===== src/logic/lookup_ctrl_pkg.sv =====
// Constants, register map and carrier types for the lookup control block.
// Assumes one clock domain and AXI4-Lite register access with 32-bit data.
package lookup_ctrl_pkg;
	// ------------------------------------------------------------
	// Sizes
	// ------------------------------------------------------------
	localparam int PORT_COUNT = 8;
	localparam int PORT_W = $clog2(PORT_COUNT);
	localparam int TABLE_DEPTH = 1024;
	localparam int IDX_W = $clog2(TABLE_DEPTH);
	localparam int ADDR_W = 14;
	localparam int MAC_W = 48;

	// ------------------------------------------------------------
	// Register indices; byte address is index times four
	// ------------------------------------------------------------
	localparam logic [11:0] IDX_CTRL1 = 12'h311;
	localparam logic [11:0] IDX_CTRL2 = 12'h312;
	localparam logic [11:0] IDX_MAC_LO = 12'h320;
	localparam logic [11:0] IDX_MAC_HI = 12'h321;
	localparam logic [11:0] IDX_PORT_FILT = 12'h322;
	localparam logic [11:0] IDX_STATUS = 12'h323;

	// ------------------------------------------------------------
	// Control 1 fields and reset values
	// ------------------------------------------------------------
	localparam int BIT_LEARN_DIS = 7;
	localparam int BIT_SELF_FILT = 6;
	localparam int BIT_FLUSH_ALL = 5;
	localparam int BIT_FLUSH_MSTP = 4;
	localparam int BIT_MCAST_FWD = 3;
	localparam int BIT_AGING = 2;
	localparam int BIT_FAST_AGING = 1;
	localparam int BIT_LINK_FLUSH = 0;
	localparam logic [7:0] CTRL1_RESET = 8'h0c;
	localparam int SCOPE_LSB = 2;
	localparam logic [1:0] SCOPE_RESET = 2'h0;
	localparam int SCOPE_DYN_BIT = 0;
	localparam int SCOPE_STATIC_BIT = 1;
	localparam logic [MAC_W-1:0] MAC_RESET = 48'h0000_0000_0000;
	localparam logic [PORT_COUNT-1:0] PORT_FILT_RESET = 8'h00;
	localparam int MCAST_BIT = 40;
	localparam logic [1:0] RESP_OKAY = 2'h0;
	localparam logic [1:0] RESP_DECERR = 2'h3;

	// ------------------------------------------------------------
	// Carrier types
	// ------------------------------------------------------------
	typedef enum logic [1:0] {FLUSH_ALL, FLUSH_MSTP, FLUSH_PORT} flush_mode_type;

	typedef struct packed {
		logic [IDX_W-1:0] index;
		flush_mode_type mode;
		logic dynamic_hit;
		logic static_hit;
		logic [PORT_COUNT-1:0] ports;
	} flush_cmd_type;

	typedef struct packed {
		logic valid;
		logic [MAC_W-1:0] src_mac;
		logic [PORT_W-1:0] port;
	} pkt_src_type;

	typedef struct packed {
		logic valid;
		logic drop_self;
		logic drop_mcast;
	} pkt_verdict_type;
endpackage


===== src/logic/address_lookup_control_one.sv =====
// Address lookup control register with flush sequencing and source filters.
// Assumes an AXI4-Lite master, a lookup table that takes flush commands,
// and asynchronous per-port link status pins.
`timescale 1ns/10ps
module address_lookup_control_one
	import lookup_ctrl_pkg::*;
#(
	parameter int NUM_PORTS = PORT_COUNT
)
(
	input wire logic sys_clk,
	input wire logic rst,
	input wire logic [ADDR_W-1:0] s_axi_awaddr,
	input wire logic s_axi_awvalid,
	output logic s_axi_awready,
	input wire logic [31:0] s_axi_wdata,
	input wire logic [3:0] s_axi_wstrb,
	input wire logic s_axi_wvalid,
	output logic s_axi_wready,
	output logic [1:0] s_axi_bresp,
	output logic s_axi_bvalid,
	input wire logic s_axi_bready,
	input wire logic [ADDR_W-1:0] s_axi_araddr,
	input wire logic s_axi_arvalid,
	output logic s_axi_arready,
	output logic [31:0] s_axi_rdata,
	output logic [1:0] s_axi_rresp,
	output logic s_axi_rvalid,
	input wire logic s_axi_rready,
	input wire logic [NUM_PORTS-1:0] link_up,
	input wire pkt_src_type pkt,
	output pkt_verdict_type verdict_ff,
	output logic learn_en_ff,
	output logic aging_en_ff,
	output logic fast_aging_ff,
	output flush_cmd_type flush_cmd,
	output logic flush_valid,
	input wire logic flush_ready
);
	if (NUM_PORTS != PORT_COUNT)
		$error("NUM_PORTS must equal the package port count");

	// ------------------------------------------------------------
	// State
	// ------------------------------------------------------------
	logic awready_ff, wready_ff, bvalid_ff, arready_ff, rvalid_ff;
	logic nxt_awready, nxt_wready, nxt_bvalid, nxt_arready, nxt_rvalid;
	logic aw_held_ff, w_held_ff, nxt_aw_held, nxt_w_held;
	logic [11:0] aw_idx_ff, nxt_aw_idx;
	logic [31:0] wdata_ff, nxt_wdata, rdata_ff, nxt_rdata;
	logic [3:0] wstrb_ff, nxt_wstrb;
	logic [1:0] bresp_ff, nxt_bresp, rresp_ff, nxt_rresp;
	logic [7:0] ctrl_ff, nxt_ctrl, ctrl_view;
	logic [1:0] scope_ff, nxt_scope;
	logic [MAC_W-1:0] mac_ff, nxt_mac;
	logic [PORT_COUNT-1:0] port_filt_ff, nxt_port_filt;
	logic all_req_ff, nxt_all_req, mstp_req_ff, nxt_mstp_req;
	logic [PORT_COUNT-1:0] link_pend_ff, nxt_link_pend, link_fall;
	logic [PORT_COUNT-1:0] link_s1_ff, link_s2_ff, link_prev_ff;
	flush_mode_type active_ff, nxt_active, start_mode;
	logic start, walk_busy, walk_done;
	logic [PORT_COUNT-1:0] start_ports;
	logic do_write, self_hit, all_view, mstp_view;
	pkt_verdict_type nxt_verdict;

	assign s_axi_awready = awready_ff;
	assign s_axi_wready = wready_ff;
	assign s_axi_bvalid = bvalid_ff;
	assign s_axi_bresp = bresp_ff;
	assign s_axi_arready = arready_ff;
	assign s_axi_rvalid = rvalid_ff;
	assign s_axi_rdata = rdata_ff;
	assign s_axi_rresp = rresp_ff;

	// ------------------------------------------------------------
	// Link status synchroniser and falling edge
	// ------------------------------------------------------------
	always_ff @(posedge sys_clk or posedge rst)
	begin
		if (rst)
		begin
			link_s1_ff <= '0;
			link_s2_ff <= '0;
			link_prev_ff <= '0;
		end
		else
		begin
			link_s1_ff <= link_up;
			link_s2_ff <= link_s1_ff;
			link_prev_ff <= link_s2_ff;
		end
	end

	assign link_fall = link_prev_ff & ~link_s2_ff;

	// ------------------------------------------------------------
	// Flush launch: whole table, then spanning tree, then link loss
	// ------------------------------------------------------------
	assign all_view = all_req_ff || (walk_busy && active_ff == FLUSH_ALL);
	assign mstp_view = mstp_req_ff || (walk_busy && active_ff == FLUSH_MSTP);

	always_comb
	begin
		start = 1'b0;
		start_mode = FLUSH_ALL;
		start_ports = '0;
		if (!walk_busy)
		begin
			if (all_req_ff)
				start = 1'b1;
			else if (mstp_req_ff)
			begin
				start = 1'b1;
				start_mode = FLUSH_MSTP;
			end
			else if (|link_pend_ff)
			begin
				start = 1'b1;
				start_mode = FLUSH_PORT;
				start_ports = link_pend_ff;
			end
		end
	end

	flush_walker walker (
		.sys_clk(sys_clk),
		.rst(rst),
		.start(start),
		.mode(start_mode),
		.scope(scope_ff),
		.ports(start_ports),
		.cmd_ready(flush_ready),
		.cmd_ff(flush_cmd),
		.cmd_valid_ff(flush_valid),
		.busy_ff(walk_busy),
		.done_ff(walk_done)
	);

	// ------------------------------------------------------------
	// Register bus and control registers
	// ------------------------------------------------------------
	always_comb
	begin
		ctrl_view = ctrl_ff;
		ctrl_view[BIT_FLUSH_ALL] = all_view;
		ctrl_view[BIT_FLUSH_MSTP] = mstp_view;
		nxt_awready = awready_ff;
		nxt_wready = wready_ff;
		nxt_aw_held = aw_held_ff;
		nxt_w_held = w_held_ff;
		nxt_aw_idx = aw_idx_ff;
		nxt_wdata = wdata_ff;
		nxt_wstrb = wstrb_ff;
		nxt_bvalid = bvalid_ff;
		nxt_bresp = bresp_ff;
		nxt_arready = arready_ff;
		nxt_rvalid = rvalid_ff;
		nxt_rdata = rdata_ff;
		nxt_rresp = rresp_ff;
		nxt_ctrl = ctrl_ff;
		nxt_scope = scope_ff;
		nxt_mac = mac_ff;
		nxt_port_filt = port_filt_ff;
		nxt_all_req = all_req_ff && !(start && start_mode == FLUSH_ALL);
		nxt_mstp_req = mstp_req_ff && !(start && start_mode == FLUSH_MSTP);
		nxt_link_pend = link_pend_ff & ~start_ports;
		if (ctrl_ff[BIT_LINK_FLUSH])
			nxt_link_pend = nxt_link_pend | link_fall;
		nxt_active = start ? start_mode : active_ff;
		do_write = aw_held_ff && w_held_ff && !bvalid_ff;
		if (s_axi_awvalid && awready_ff)
		begin
			nxt_aw_held = 1'b1;
			nxt_awready = 1'b0;
			nxt_aw_idx = s_axi_awaddr[ADDR_W-1:2];
		end
		if (s_axi_wvalid && wready_ff)
		begin
			nxt_w_held = 1'b1;
			nxt_wready = 1'b0;
			nxt_wdata = s_axi_wdata;
			nxt_wstrb = s_axi_wstrb;
		end
		if (do_write)
		begin
			nxt_aw_held = 1'b0;
			nxt_w_held = 1'b0;
			nxt_bvalid = 1'b1;
			nxt_bresp = RESP_OKAY;
			case (aw_idx_ff)
				IDX_CTRL1:
				begin
					if (wstrb_ff[0])
					begin
						nxt_ctrl = wdata_ff[7:0];
						if (wdata_ff[BIT_FLUSH_ALL])
							nxt_all_req = 1'b1;
						if (wdata_ff[BIT_FLUSH_MSTP])
							nxt_mstp_req = 1'b1;
					end
				end
				IDX_CTRL2:
				begin
					if (wstrb_ff[0])
						nxt_scope = wdata_ff[SCOPE_LSB+1:SCOPE_LSB];
				end
				IDX_MAC_LO:
				begin
					for (int b = 0; b < 4; b++)
						if (wstrb_ff[b])
							nxt_mac[8*b+:8] = wdata_ff[8*b+:8];
				end
				IDX_MAC_HI:
				begin
					for (int b = 0; b < 2; b++)
						if (wstrb_ff[b])
							nxt_mac[32+8*b+:8] = wdata_ff[8*b+:8];
				end
				IDX_PORT_FILT:
				begin
					if (wstrb_ff[0])
						nxt_port_filt = wdata_ff[PORT_COUNT-1:0];
				end
				IDX_STATUS:
				begin
				end
				default:
					nxt_bresp = RESP_DECERR;
			endcase
		end
		if (bvalid_ff && s_axi_bready)
		begin
			nxt_bvalid = 1'b0;
			nxt_awready = 1'b1;
			nxt_wready = 1'b1;
		end
		if (s_axi_arvalid && arready_ff)
		begin
			nxt_arready = 1'b0;
			nxt_rvalid = 1'b1;
			nxt_rresp = RESP_OKAY;
			nxt_rdata = '0;
			case (s_axi_araddr[ADDR_W-1:2])
				IDX_CTRL1: nxt_rdata[7:0] = ctrl_view;
				IDX_CTRL2: nxt_rdata[SCOPE_LSB+1:SCOPE_LSB] = scope_ff;
				IDX_MAC_LO: nxt_rdata = mac_ff[31:0];
				IDX_MAC_HI: nxt_rdata[15:0] = mac_ff[47:32];
				IDX_PORT_FILT: nxt_rdata[PORT_COUNT-1:0] = port_filt_ff;
				IDX_STATUS: nxt_rdata = {15'h0000, walk_busy, link_pend_ff, link_s2_ff};
				default: nxt_rresp = RESP_DECERR;
			endcase
		end
		if (rvalid_ff && s_axi_rready)
		begin
			nxt_rvalid = 1'b0;
			nxt_arready = 1'b1;
		end
		nxt_ctrl[BIT_FLUSH_ALL] = 1'b0;
		nxt_ctrl[BIT_FLUSH_MSTP] = 1'b0;
	end

	// ------------------------------------------------------------
	// Packet source checks
	// ------------------------------------------------------------
	always_comb
	begin
		self_hit = (pkt.src_mac == mac_ff);
		nxt_verdict.valid = pkt.valid;
		nxt_verdict.drop_self = pkt.valid && self_hit && ctrl_ff[BIT_SELF_FILT]
			&& port_filt_ff[pkt.port];
		nxt_verdict.drop_mcast = pkt.valid && pkt.src_mac[MCAST_BIT]
			&& !ctrl_ff[BIT_MCAST_FWD];
	end

	always_ff @(posedge sys_clk or posedge rst)
	begin
		if (rst)
		begin
			awready_ff <= 1'b1;
			wready_ff <= 1'b1;
			arready_ff <= 1'b1;
			aw_held_ff <= 1'b0;
			w_held_ff <= 1'b0;
			aw_idx_ff <= '0;
			wdata_ff <= '0;
			wstrb_ff <= '0;
			bvalid_ff <= 1'b0;
			bresp_ff <= RESP_OKAY;
			rvalid_ff <= 1'b0;
			rdata_ff <= '0;
			rresp_ff <= RESP_OKAY;
			ctrl_ff <= CTRL1_RESET;
			scope_ff <= SCOPE_RESET;
			mac_ff <= MAC_RESET;
			port_filt_ff <= PORT_FILT_RESET;
			all_req_ff <= 1'b0;
			mstp_req_ff <= 1'b0;
			link_pend_ff <= '0;
			active_ff <= FLUSH_ALL;
			verdict_ff <= '0;
			learn_en_ff <= ~CTRL1_RESET[BIT_LEARN_DIS];
			aging_en_ff <= CTRL1_RESET[BIT_AGING];
			fast_aging_ff <= CTRL1_RESET[BIT_FAST_AGING];
		end
		else
		begin
			awready_ff <= nxt_awready;
			wready_ff <= nxt_wready;
			arready_ff <= nxt_arready;
			aw_held_ff <= nxt_aw_held;
			w_held_ff <= nxt_w_held;
			aw_idx_ff <= nxt_aw_idx;
			wdata_ff <= nxt_wdata;
			wstrb_ff <= nxt_wstrb;
			bvalid_ff <= nxt_bvalid;
			bresp_ff <= nxt_bresp;
			rvalid_ff <= nxt_rvalid;
			rdata_ff <= nxt_rdata;
			rresp_ff <= nxt_rresp;
			ctrl_ff <= nxt_ctrl;
			scope_ff <= nxt_scope;
			mac_ff <= nxt_mac;
			port_filt_ff <= nxt_port_filt;
			all_req_ff <= nxt_all_req;
			mstp_req_ff <= nxt_mstp_req;
			link_pend_ff <= nxt_link_pend;
			active_ff <= nxt_active;
			verdict_ff <= nxt_verdict;
			learn_en_ff <= ~nxt_ctrl[BIT_LEARN_DIS];
			aging_en_ff <= nxt_ctrl[BIT_AGING];
			fast_aging_ff <= nxt_ctrl[BIT_FAST_AGING];
		end
	end
endmodule


===== src/logic/flush_walker.sv =====
// Walks every lookup table index and offers one flush command per entry.
// Assumes the table takes a command on each cycle that cmd_ready is high.
`timescale 1ns/10ps
module flush_walker
	import lookup_ctrl_pkg::*;
(
	input wire logic sys_clk,
	input wire logic rst,
	input wire logic start,
	input wire flush_mode_type mode,
	input wire logic [1:0] scope,
	input wire logic [PORT_COUNT-1:0] ports,
	input wire logic cmd_ready,
	output flush_cmd_type cmd_ff,
	output logic cmd_valid_ff,
	output logic busy_ff,
	output logic done_ff
);
	typedef enum logic {WALK_IDLE, WALK_RUN} walk_state_type;
	walk_state_type state_ff, nxt_state;
	flush_cmd_type nxt_cmd;
	logic nxt_cmd_valid, nxt_busy, nxt_done, last;

	assign last = (cmd_ff.index == IDX_W'(TABLE_DEPTH - 1));

	always_comb
	begin
		nxt_state = state_ff;
		nxt_cmd = cmd_ff;
		nxt_cmd_valid = cmd_valid_ff;
		nxt_busy = busy_ff;
		nxt_done = 1'b0;
		case (state_ff)
			WALK_IDLE:
			begin
				if (start)
				begin
					nxt_cmd.index = '0;
					nxt_cmd.mode = mode;
					nxt_cmd.dynamic_hit = scope[SCOPE_DYN_BIT];
					nxt_cmd.static_hit = scope[SCOPE_STATIC_BIT];
					nxt_cmd.ports = ports;
					if (scope == 2'h0)
						nxt_done = 1'b1;
					else
					begin
						nxt_state = WALK_RUN;
						nxt_cmd_valid = 1'b1;
						nxt_busy = 1'b1;
					end
				end
			end
			WALK_RUN:
			begin
				if (cmd_ready)
				begin
					if (last)
					begin
						nxt_state = WALK_IDLE;
						nxt_cmd_valid = 1'b0;
						nxt_busy = 1'b0;
						nxt_done = 1'b1;
					end
					else
						nxt_cmd.index = cmd_ff.index + IDX_W'(1);
				end
			end
			default:
			begin
				nxt_state = WALK_IDLE;
				nxt_cmd_valid = 1'b0;
				nxt_busy = 1'b0;
			end
		endcase
	end

	always_ff @(posedge sys_clk or posedge rst)
	begin
		if (rst)
		begin
			state_ff <= WALK_IDLE;
			cmd_ff <= '0;
			cmd_valid_ff <= 1'b0;
			busy_ff <= 1'b0;
			done_ff <= 1'b0;
		end
		else
		begin
			state_ff <= nxt_state;
			cmd_ff <= nxt_cmd;
			cmd_valid_ff <= nxt_cmd_valid;
			busy_ff <= nxt_busy;
			done_ff <= nxt_done;
		end
	end
endmodule


===== config.mk =====
export PLATFORM = sky130hd
export DESIGN_NAME = address_lookup_control_one
export DESIGN_NICKNAME = d
export VERILOG_FILES = /design/src/logic/lookup_ctrl_pkg.sv /design/src/logic/address_lookup_control_one.sv /design/src/logic/flush_walker.sv
export SDC_FILE = /design/constraint.sdc
export NUM_CORES = 1
export LEC_CHECK = 0
export BUFFER_PORTS_ARGS = -buffer_cell sky130_fd_sc_hd__buf_2
export CAP_MARGIN = 25
export CORE_UTILIZATION = 54
export CTS_CLUSTER_SIZE = 10
export DETAILED_ROUTE_END_ITERATION = 8
export HOLD_SLACK_MARGIN = 0.15
export PLACE_DENSITY = 0.79
export SLEW_MARGIN = 20
export SYNTH_ARGS = -nofsm -noshare
export SYNTH_HDL_FRONTEND = slang
export SYNTH_HIERARCHICAL = 1
export SYNTH_SLANG_ARGS = --single-unit

===== constraint.sdc =====
create_clock -name sys_clk -period 13.95 [get_ports sys_clk]
set_clock_uncertainty 0.1 [all_clocks]
set_input_delay 2.79 -clock sys_clk [delete_from_list [all_inputs] [get_ports sys_clk]]
set_output_delay 2.79 -clock sys_clk [all_outputs]
set_load 0.005 [all_outputs]

# Word-level counts from Yosys, hierarchy flattened
# Index checks and enable logic that the tools add are counted.
[op_classes]
reduce_logical = 48
mux = 61
eq_ne = 21
n_lt_le_gt_ge = 1
bitwise = 7
n_addsub = 1
[op_table]
columns = ["operator", "n"]
rows = [
  ["$eq 12x10->1 const B", 12],
  ["$mux 8", 8],
  ["$eq 48x48->1", 1],
  ["$mux 1", 35],
  ["$pmux 16 s2", 1],
  ["$reduce_and 3->1", 10],
  ["$pmux 8 s3", 1],
  ["$mux 22", 1],
  ["$mux 10", 2],
  ["$pmux 10 s2", 1],
  ["$pmux 4 s5", 1],
  ["$logic_and 1x1->1", 18],
  ["$and 8x8->8", 2],
  ["$not 8->8", 2],
  ["$mux 2", 6],
  ["$pmux 2 s6", 1],
  ["$reduce_bool 2->1", 6],
  ["$reduce_or 6->1", 2],
  ["$add 10x1->10 const B", 1],
  ["$eq 10x10->1 const B", 1],
  ["$ne 2x2->1 const B", 5],
  ["$pmux 2 s5", 1],
  ["$or 8x8->8", 1],
  ["$reduce_or 8->1", 1],
  ["10 further kinds", 19],
]
[totals]
register_bits = 221
wordCells = 182
out_inout_bits = 70

# Logic depth before layout (Yosys ltp)
# Gate-level depths: netlist (run 1).
[logic_depth]
word_depth = 13
depth_mapped = 8
mapped_depth_nobuf = 7

# Hierarchy
# Netlist (run 1), hierarchy kept.
[modules_own_cells]
columns = ["mod", "instances", "cells_each", "seq_area_each_um2", "area_each_um2"]
rows = [
  ["address_lookup_control_one", 1, 609, 4837.1, 8205.4],
  ["flush_walker", 1, 122, 625.6, 1179.9],
]

# Worst setup path after synthesis (run 1)
# Ideal clock, no wire load.
[synth_timing]
path_type = "in2reg"
from = "input port s_axi_araddr[9]"
to = "register rdata_ff[17] (netlist: s_axi_rdata[17])"
path_buffers = 1
setup_ps = 65
t_arrival_ps = 4088
t_required_ps = 13785
cell_stages = 5
setup_slack_ps = 9697
cell_sequence = "nor4bb_1 > nand3_1 > nor4_2 > buf_2 > a22o_1"
[synth_via]
elab_chain_cells = 2
[synth_lines]
columns = ["item", "line_no", "text"]
rows = [
  ["start: declaration", "address_lookup_control_one.sv:23", "input wire logic [ADDR_W-1:0] s_axi_araddr,"],
  ["$eq 12x10->1", "address_lookup_control_one.sv:243", "case (s_axi_araddr[ADDR_W-1:2])"],
  ["$pmux 16 s2 *", "address_lookup_control_one.sv:243", ""],
  ["end signal: assignment", "address_lookup_control_one.sv:318", "rdata_ff <= nxt_rdata;"],
  ["end: declaration", "address_lookup_control_one.sv:50", "logic [31:0] wdata_ff, nxt_wdata, rdata_ff, nxt_rdata;"],
]
# Mark *: on every way between the ends. The rest lies on a longest branch, timed or not.
# A chain may end at the register's enable or synchronous reset.

# Worst setup path in the final report (run 1)
[layout_timing]
from = "input port s_axi_araddr[9]"
to = "register rdata_ff[11] (netlist: s_axi_rdata[11])"
[layout_via]
elab_chain_cells = 2
[layout_lines]
columns = ["item", "line_no"]
rows = [
  ["$eq 12x10->1", "address_lookup_control_one.sv:243"],
  ["$pmux 8 s3 *", "address_lookup_control_one.sv:243"],
]
# Marked as above.

==> run summary, run 1 <==
VDD IR max = 0.114 mV
# Post-CTS Setup Buffers = 0
Design area = 11200 um^2
DRT iter0 DRCs = 452
P_leak = 5.55 nW
Global router's overall resource usage = 25.8%
Vias per inst = 5.68
Post-Place Setup Slack = 8.86 ns
CTS Buffer Depth = 3
Worst R2R End = mac_ff[37]
CP Class = in2reg
Status = finished, final reports clean
Share of layout cells above drive strength 1 = 40.2%
First-pass GRT wire length = 35.1 mm
Crit Path Max Fanout = 8
Layout fillers = 1247
CP Capture Type = flop
Critical Path RT = 14.26 ns
CTS resizes = 0
CTS root buf = clkbuf_16
Worst-Margin Slew = 0.894 ns
# rows = 47
Post-Syn Instances = 729
DP Area = 10500 um^2
Flop-to-flop setup slack = 11.22 ns
Slew Limit Fails = 0
DR DRC count = 0
CTS sink cnt = 217
Setup total negative slack = 0 ns
PwrDens = 148 nW/um^2
Fin. Hold Viols = 0
DIE HEIGHT = 134 um
Starting density of the core = 55.8%
HP Class = reg2reg
Die footprint = 17900 um^2
Hold Path Sink = link_s2_ff[1]
Synth warnings = 6
Remaining Overflow, GRT = 0
Drt total wl = 22.6 mm
DRT antenna net count = 0
Hold Buf Count CTS = 0
Dpl cells = 1124
Port Buf Inserts = 197
Post-Syn Area = 9360 um^2
Worst R2R Start = aw_idx_ff[11]
Vias in the first global route = 6429
Pin count of the biggest net entering global routing = 132
Detailed placement HPWL = 16.1 mm
Fin worst setup slack = 9.37 ns
Inserted Clock Buffers = 25
Routed len/inst = 19.3 um
I/O pin total = 202
Antenna violations before repair = 1
H-tree depth = 1
Hold_sp = link_s1_ff[1]
CP Data Arrival Time = 4.89 ns
CORE AREA = 16800 um^2
Minimum clock period = 4.58 ns
Syn Area/Cell = 12.8 um^2
Chip width = 134 um
Hold depth = 0
Syn_nets = 862
Reg2Reg Depth = 5
CP peak stage delay = 0.55 ns
Placer Congestion = 0.887
Worst-path clk slew = 0.06 ns
CTS tree = yes
Clk_lat worst skew = 0.50 ns
Max_cap viols = 0
Layout Area Growth over Synthesis = 20.2%
Setup-failing EPs final = 0
Slew headroom = 40.4%
Crit path launch type = input pin
DRT Pass-1 Iters = 4
Overall via count from detail_route = 6635
Final Non-Filler Cells = 1169
Slowest library cell on the worst path = nor4bb_1
RSZ-0062 raised after global routing = false
Nets = 1064
Crit share post-route = 32.8%
CP Cell Sequence = buf_2 -> nor4bb_1 -> nand2_1 -> nor2_1 -> nand3_1 -> o21ai_0
Fmax = 0.219 GHz
[per-stage QoR]
stage	power (W)	util (%)	hold slack, ns
floorplan	0.000992	-	0.231
global placement	0.00108	62.8	0.234
detailed placement	0.00110	62.8	0.236
CTS	0.00168	67.1	0.245
global route	0.00174	67.1	0.245
finish	0.00166	67.1	0.242
[worst max path at each step]
| stage | from | to |
|---|---|---|
| 6_report | s_axi_araddr[9] | s_axi_rdata[11] |
| 2_1_floorplan | rst | active_ff[0] |
| 3_3_place_gp | s_axi_araddr[9] | s_axi_rdata[8] |
| 5_1_grt | s_axi_araddr[9] | s_axi_rdata[15] |
| 3_5_place_dp | s_axi_araddr[13] | s_axi_rdata[11] |
| 4_1_cts | s_axi_araddr[13] | s_axi_rdata[11] |
[routing by layer]
metal	global-route usage (%)	part of all wire, %	wire length [um]	vias to the layer above
met5	0	0	0	-
met4	8.65	3.1	690	0
met3	4.98	6.3	1430	46
met2	41.9	49	11100	241
met1	35.0	42	9440	3323
li1	-	-	-	3025
[final cells by class]
class | count | area, um^2 | area share [%]
clock buffer | 44 | 707 | 6.29
sequential | 217 | 5440 | 48.4
tap | 220 | 275 | 2.45
timing repair buffer | 202 | 1020 | 9.11
antenna | 1 | 2.50 | 0.0223
multi-input combinational | 465 | 3710 | 33.0
inverter | 20 | 82.6 | 0.735
[worst max-delay path: cells and delay by family]
family	cells	cell delay (ns)
AND/OR/NAND/NOR	4	1.71
buffers and inverters	1	0.09
AO/OA/AOI/OAI	1	0.29
[power by group]
part	internal, W	switching (W)
Clock	0.000339	0.000235
Combinational	0.000141	0.000116
Sequential	0.000739	0.0000937
Total	0.00122	0.000444
[cells in the final DEF, fill, tap and decap left out, types with 4 or more instances in the layout]
cell type  instances
nor2_1            26
nand4_1           10
inv_1             19
nand3_1           11
mux4_2             4
buf_2            197
nor4_1             8
clkbuf_16         25
mux2i_1            6
xnor2_1           29
a32o_1             8
a22o_1            23
dfstp_2            6
clkbuf_1          18
mux2_2           124
buf_4              5
nor2b_1           10
dfrtp_1          211
nand2_1           66
nand3_2            4
a21oi_1           16
a22oi_1           11
and3_1             4
and2_1            10
o21ai_0           20
xor2_1            21
[registers in the layout, indices dropped and copies added, names as in the netlist, 2 cells and up]
register	flops
wstrb_ff	4
link_pend_ff	8
verdict_ff	3
active_ff	2
link_s2_ff	8
wdata_ff	32
aw_idx_ff	12
ctrl_ff	6
s_axi_rdata	32
link_s1_ff	8
port_filt_ff	8
link_prev_ff	8
mac_ff	48
walker/cmd_ff	22
scope_ff	2
Power figures use the tool's default switching activity.
==> inputs of run 2 (changes only) <==
Settings changed: CORE_UTILIZATION 54 to 49, PLACE_DENSITY 0.79 to 0.76.
Clock period 13.95 ns to 4.2 ns, I/O delays scaled along.
==> run summary, run 2 (synthesized netlist as in run 1, its figures left out) <==
Setup-failing EPs final = 0
CP Capture Type = flop
Routed len/inst = 19.4 um
PwrDens = 496 nW/um^2
CTS resizes = 0
Hold_sp = link_s1_ff[4]
Worst R2R End = mac_ff[38]
Share of layout cells above drive strength 1 = 40.5%
CORE AREA = 18700 um^2
Slew headroom = 30.2%
Register Area = 5440 um^2
Hold Path Sink = link_s2_ff[4]
DIE HEIGHT = 140 um
Max_cap viols = 0
CTS Buffer Depth = 3
Clk_lat worst skew = 0.52 ns
VDD IR max = 0.466 mV
# Post-CTS Setup Buffers = 0
# rows = 50
Crit path launch type = flop
Crit share post-route = 63.7%
CP bufs+invs = 0
Total power = 0.00564 W
Commonest non-fill, non-tap cell in the layout = dfrtp_1
Starting density of the core = 50.0%
Inserted Clock Buffers = 26
Slowest library cell on the worst path = nor2b_1
Vias per inst = 5.57
Biggest register = mac_ff
Max reg flops = 48
Worst R2R Start = aw_idx_ff[11]
DRT Pass-1 Iters = 5
Flop-to-flop setup slack = 1.53 ns
Multi-input logic area = 3710 um^2
Status = finished, final reports clean
CTS tree = yes
Worst-Margin Slew = 1.04 ns
RSZ-0062 raised after global routing = false
Remaining Overflow, GRT = 0
CP peak stage delay = 0.71 ns
Worst-path clk slew = 0.06 ns
Setup total negative slack = 0 ns
Most frequent cells in the layout = dfrtp_1 (211), buf_2 (197), mux2_2 (124)
Crit Path Max Fanout = 8
Fin. Hold Viols = 0
CP Data Arrival Time = 2.97 ns
Overall via count from detail_route = 6635
Global router's overall resource usage = 24.0%
DRT iter0 DRCs = 380
Layout Area Growth over Synthesis = 21.5%
Layout fillers = 1510
Fmax = 0.374 GHz
CTS sink cnt = 217
Vias in the first global route = 6596
Worst Setup SP = aw_idx_ff[11]
CP Cell Sequence = nor4bb_1 -> and4_1 -> nor3b_4 -> nor2b_1 -> mux2_2
Port Buf Inserts = 197
I/O pin total = 202
Critical Path RT = 4.50 ns
HP Class = reg2reg
Die footprint = 19600 um^2
Chip width = 140 um
Placer Congestion = 0.865
Dominant delay contributor by cell family on the critical path = simple AND/OR/NAND/NOR gates
Hold Buf Count CTS = 0
P_leak = 5.59 nW
DR DRC count = 0
Detailed placement HPWL = 16.7 mm
Pin count of the biggest net entering global routing = 74
H-tree depth = 1
Minimum clock period = 2.67 ns
Final Non-Filler Cells = 1191
Dpl cells = 1139
CTS root buf = clkbuf_16
First-pass GRT wire length = 36.1 mm
DRT antenna net count = 0
Antenna violations before repair = 7
Reg2Reg Depth = 5
Drt total wl = 23.1 mm
Hold depth = 0
Slew Limit Fails = 0
CP Class = reg2reg
Nets = 1066
[run 2: cell count changes in the layout (fill, tap and decap cells not counted), sizes merged]
cell      delta
diode        +5
buf          +1
clkbuf       +1
clkinvlp     +1
[run 2: routing by layer]
layer  GRT usage [%]  wire [um]  up-vias
met2            39.2      11100      233
met3            4.55       1370       50
met4            7.92        607        2
li1                -          -     3034
met5               0         13        -
met1            32.4      10000     3316
[run 2: final cells by class]
type / instances / area share (%)
Sequential cell: 217 / 47.8
Multi-Input combinational cell: 465 / 32.7
Timing Repair Buffer: 203 / 9.40
Clock buffer: 45 / 6.63
Tap cell: 234 / 2.58
Inverter: 20 / 0.693
Antenna cell: 6 / 0.132
Clock inverter: 1 / 0.0770
[run 2: power breakdown]
group / internal, W / switching, W
logic: 0.000472 / 0.000382
clock network: 0.00120 / 0.000811
registers: 0.00245 / 0.000314
total: 0.00413 / 0.00151
[run 2: worst max-delay path by stage]
| stage | end | cells after the start | slack (ns) |
|---|---|---|---|
| 5_1_grt | s_axi_rdata[11] | 6 | 1.30 |
| 3_5_place_dp | s_axi_rdata[8] | 6 | 1.05 |
| 2_1_floorplan | active_ff[0] | 1 | 0.77 |
| 4_1_cts | mac_ff[38] | 5 | 1.52 |
| 6_report | mac_ff[38] | 5 | 1.53 |
| 3_3_place_gp | s_axi_rdata[8] | 6 | 1.13 |
[run 2: per-stage QoR]
| step | utilization, % | hold slack, ns | area (um^2) | setup WS [ns] |
|---|---|---|---|---|
| after CTS | 60.7 | 0.248 | 11400 | 1.52 |
| after global routing | 60.7 | 0.253 | 11400 | 1.30 |
| after floorplan | - | 0.231 | 9360 | 0.774 |
| final | 60.8 | 0.248 | 11400 | 1.53 |
| after global placement | 56.6 | 0.233 | 10600 | 1.13 |
| after detailed placement | 56.6 | 0.236 | 10600 | 1.05 |
[run 2: worst reg2reg max path: stages, from the launching register on]
cell	delay, ns
dfrtp_1	0.38
nor4bb_1	0.31
and4_1	0.28
nor3b_4	0.37
nor2b_1	0.71
mux2_2	0.41
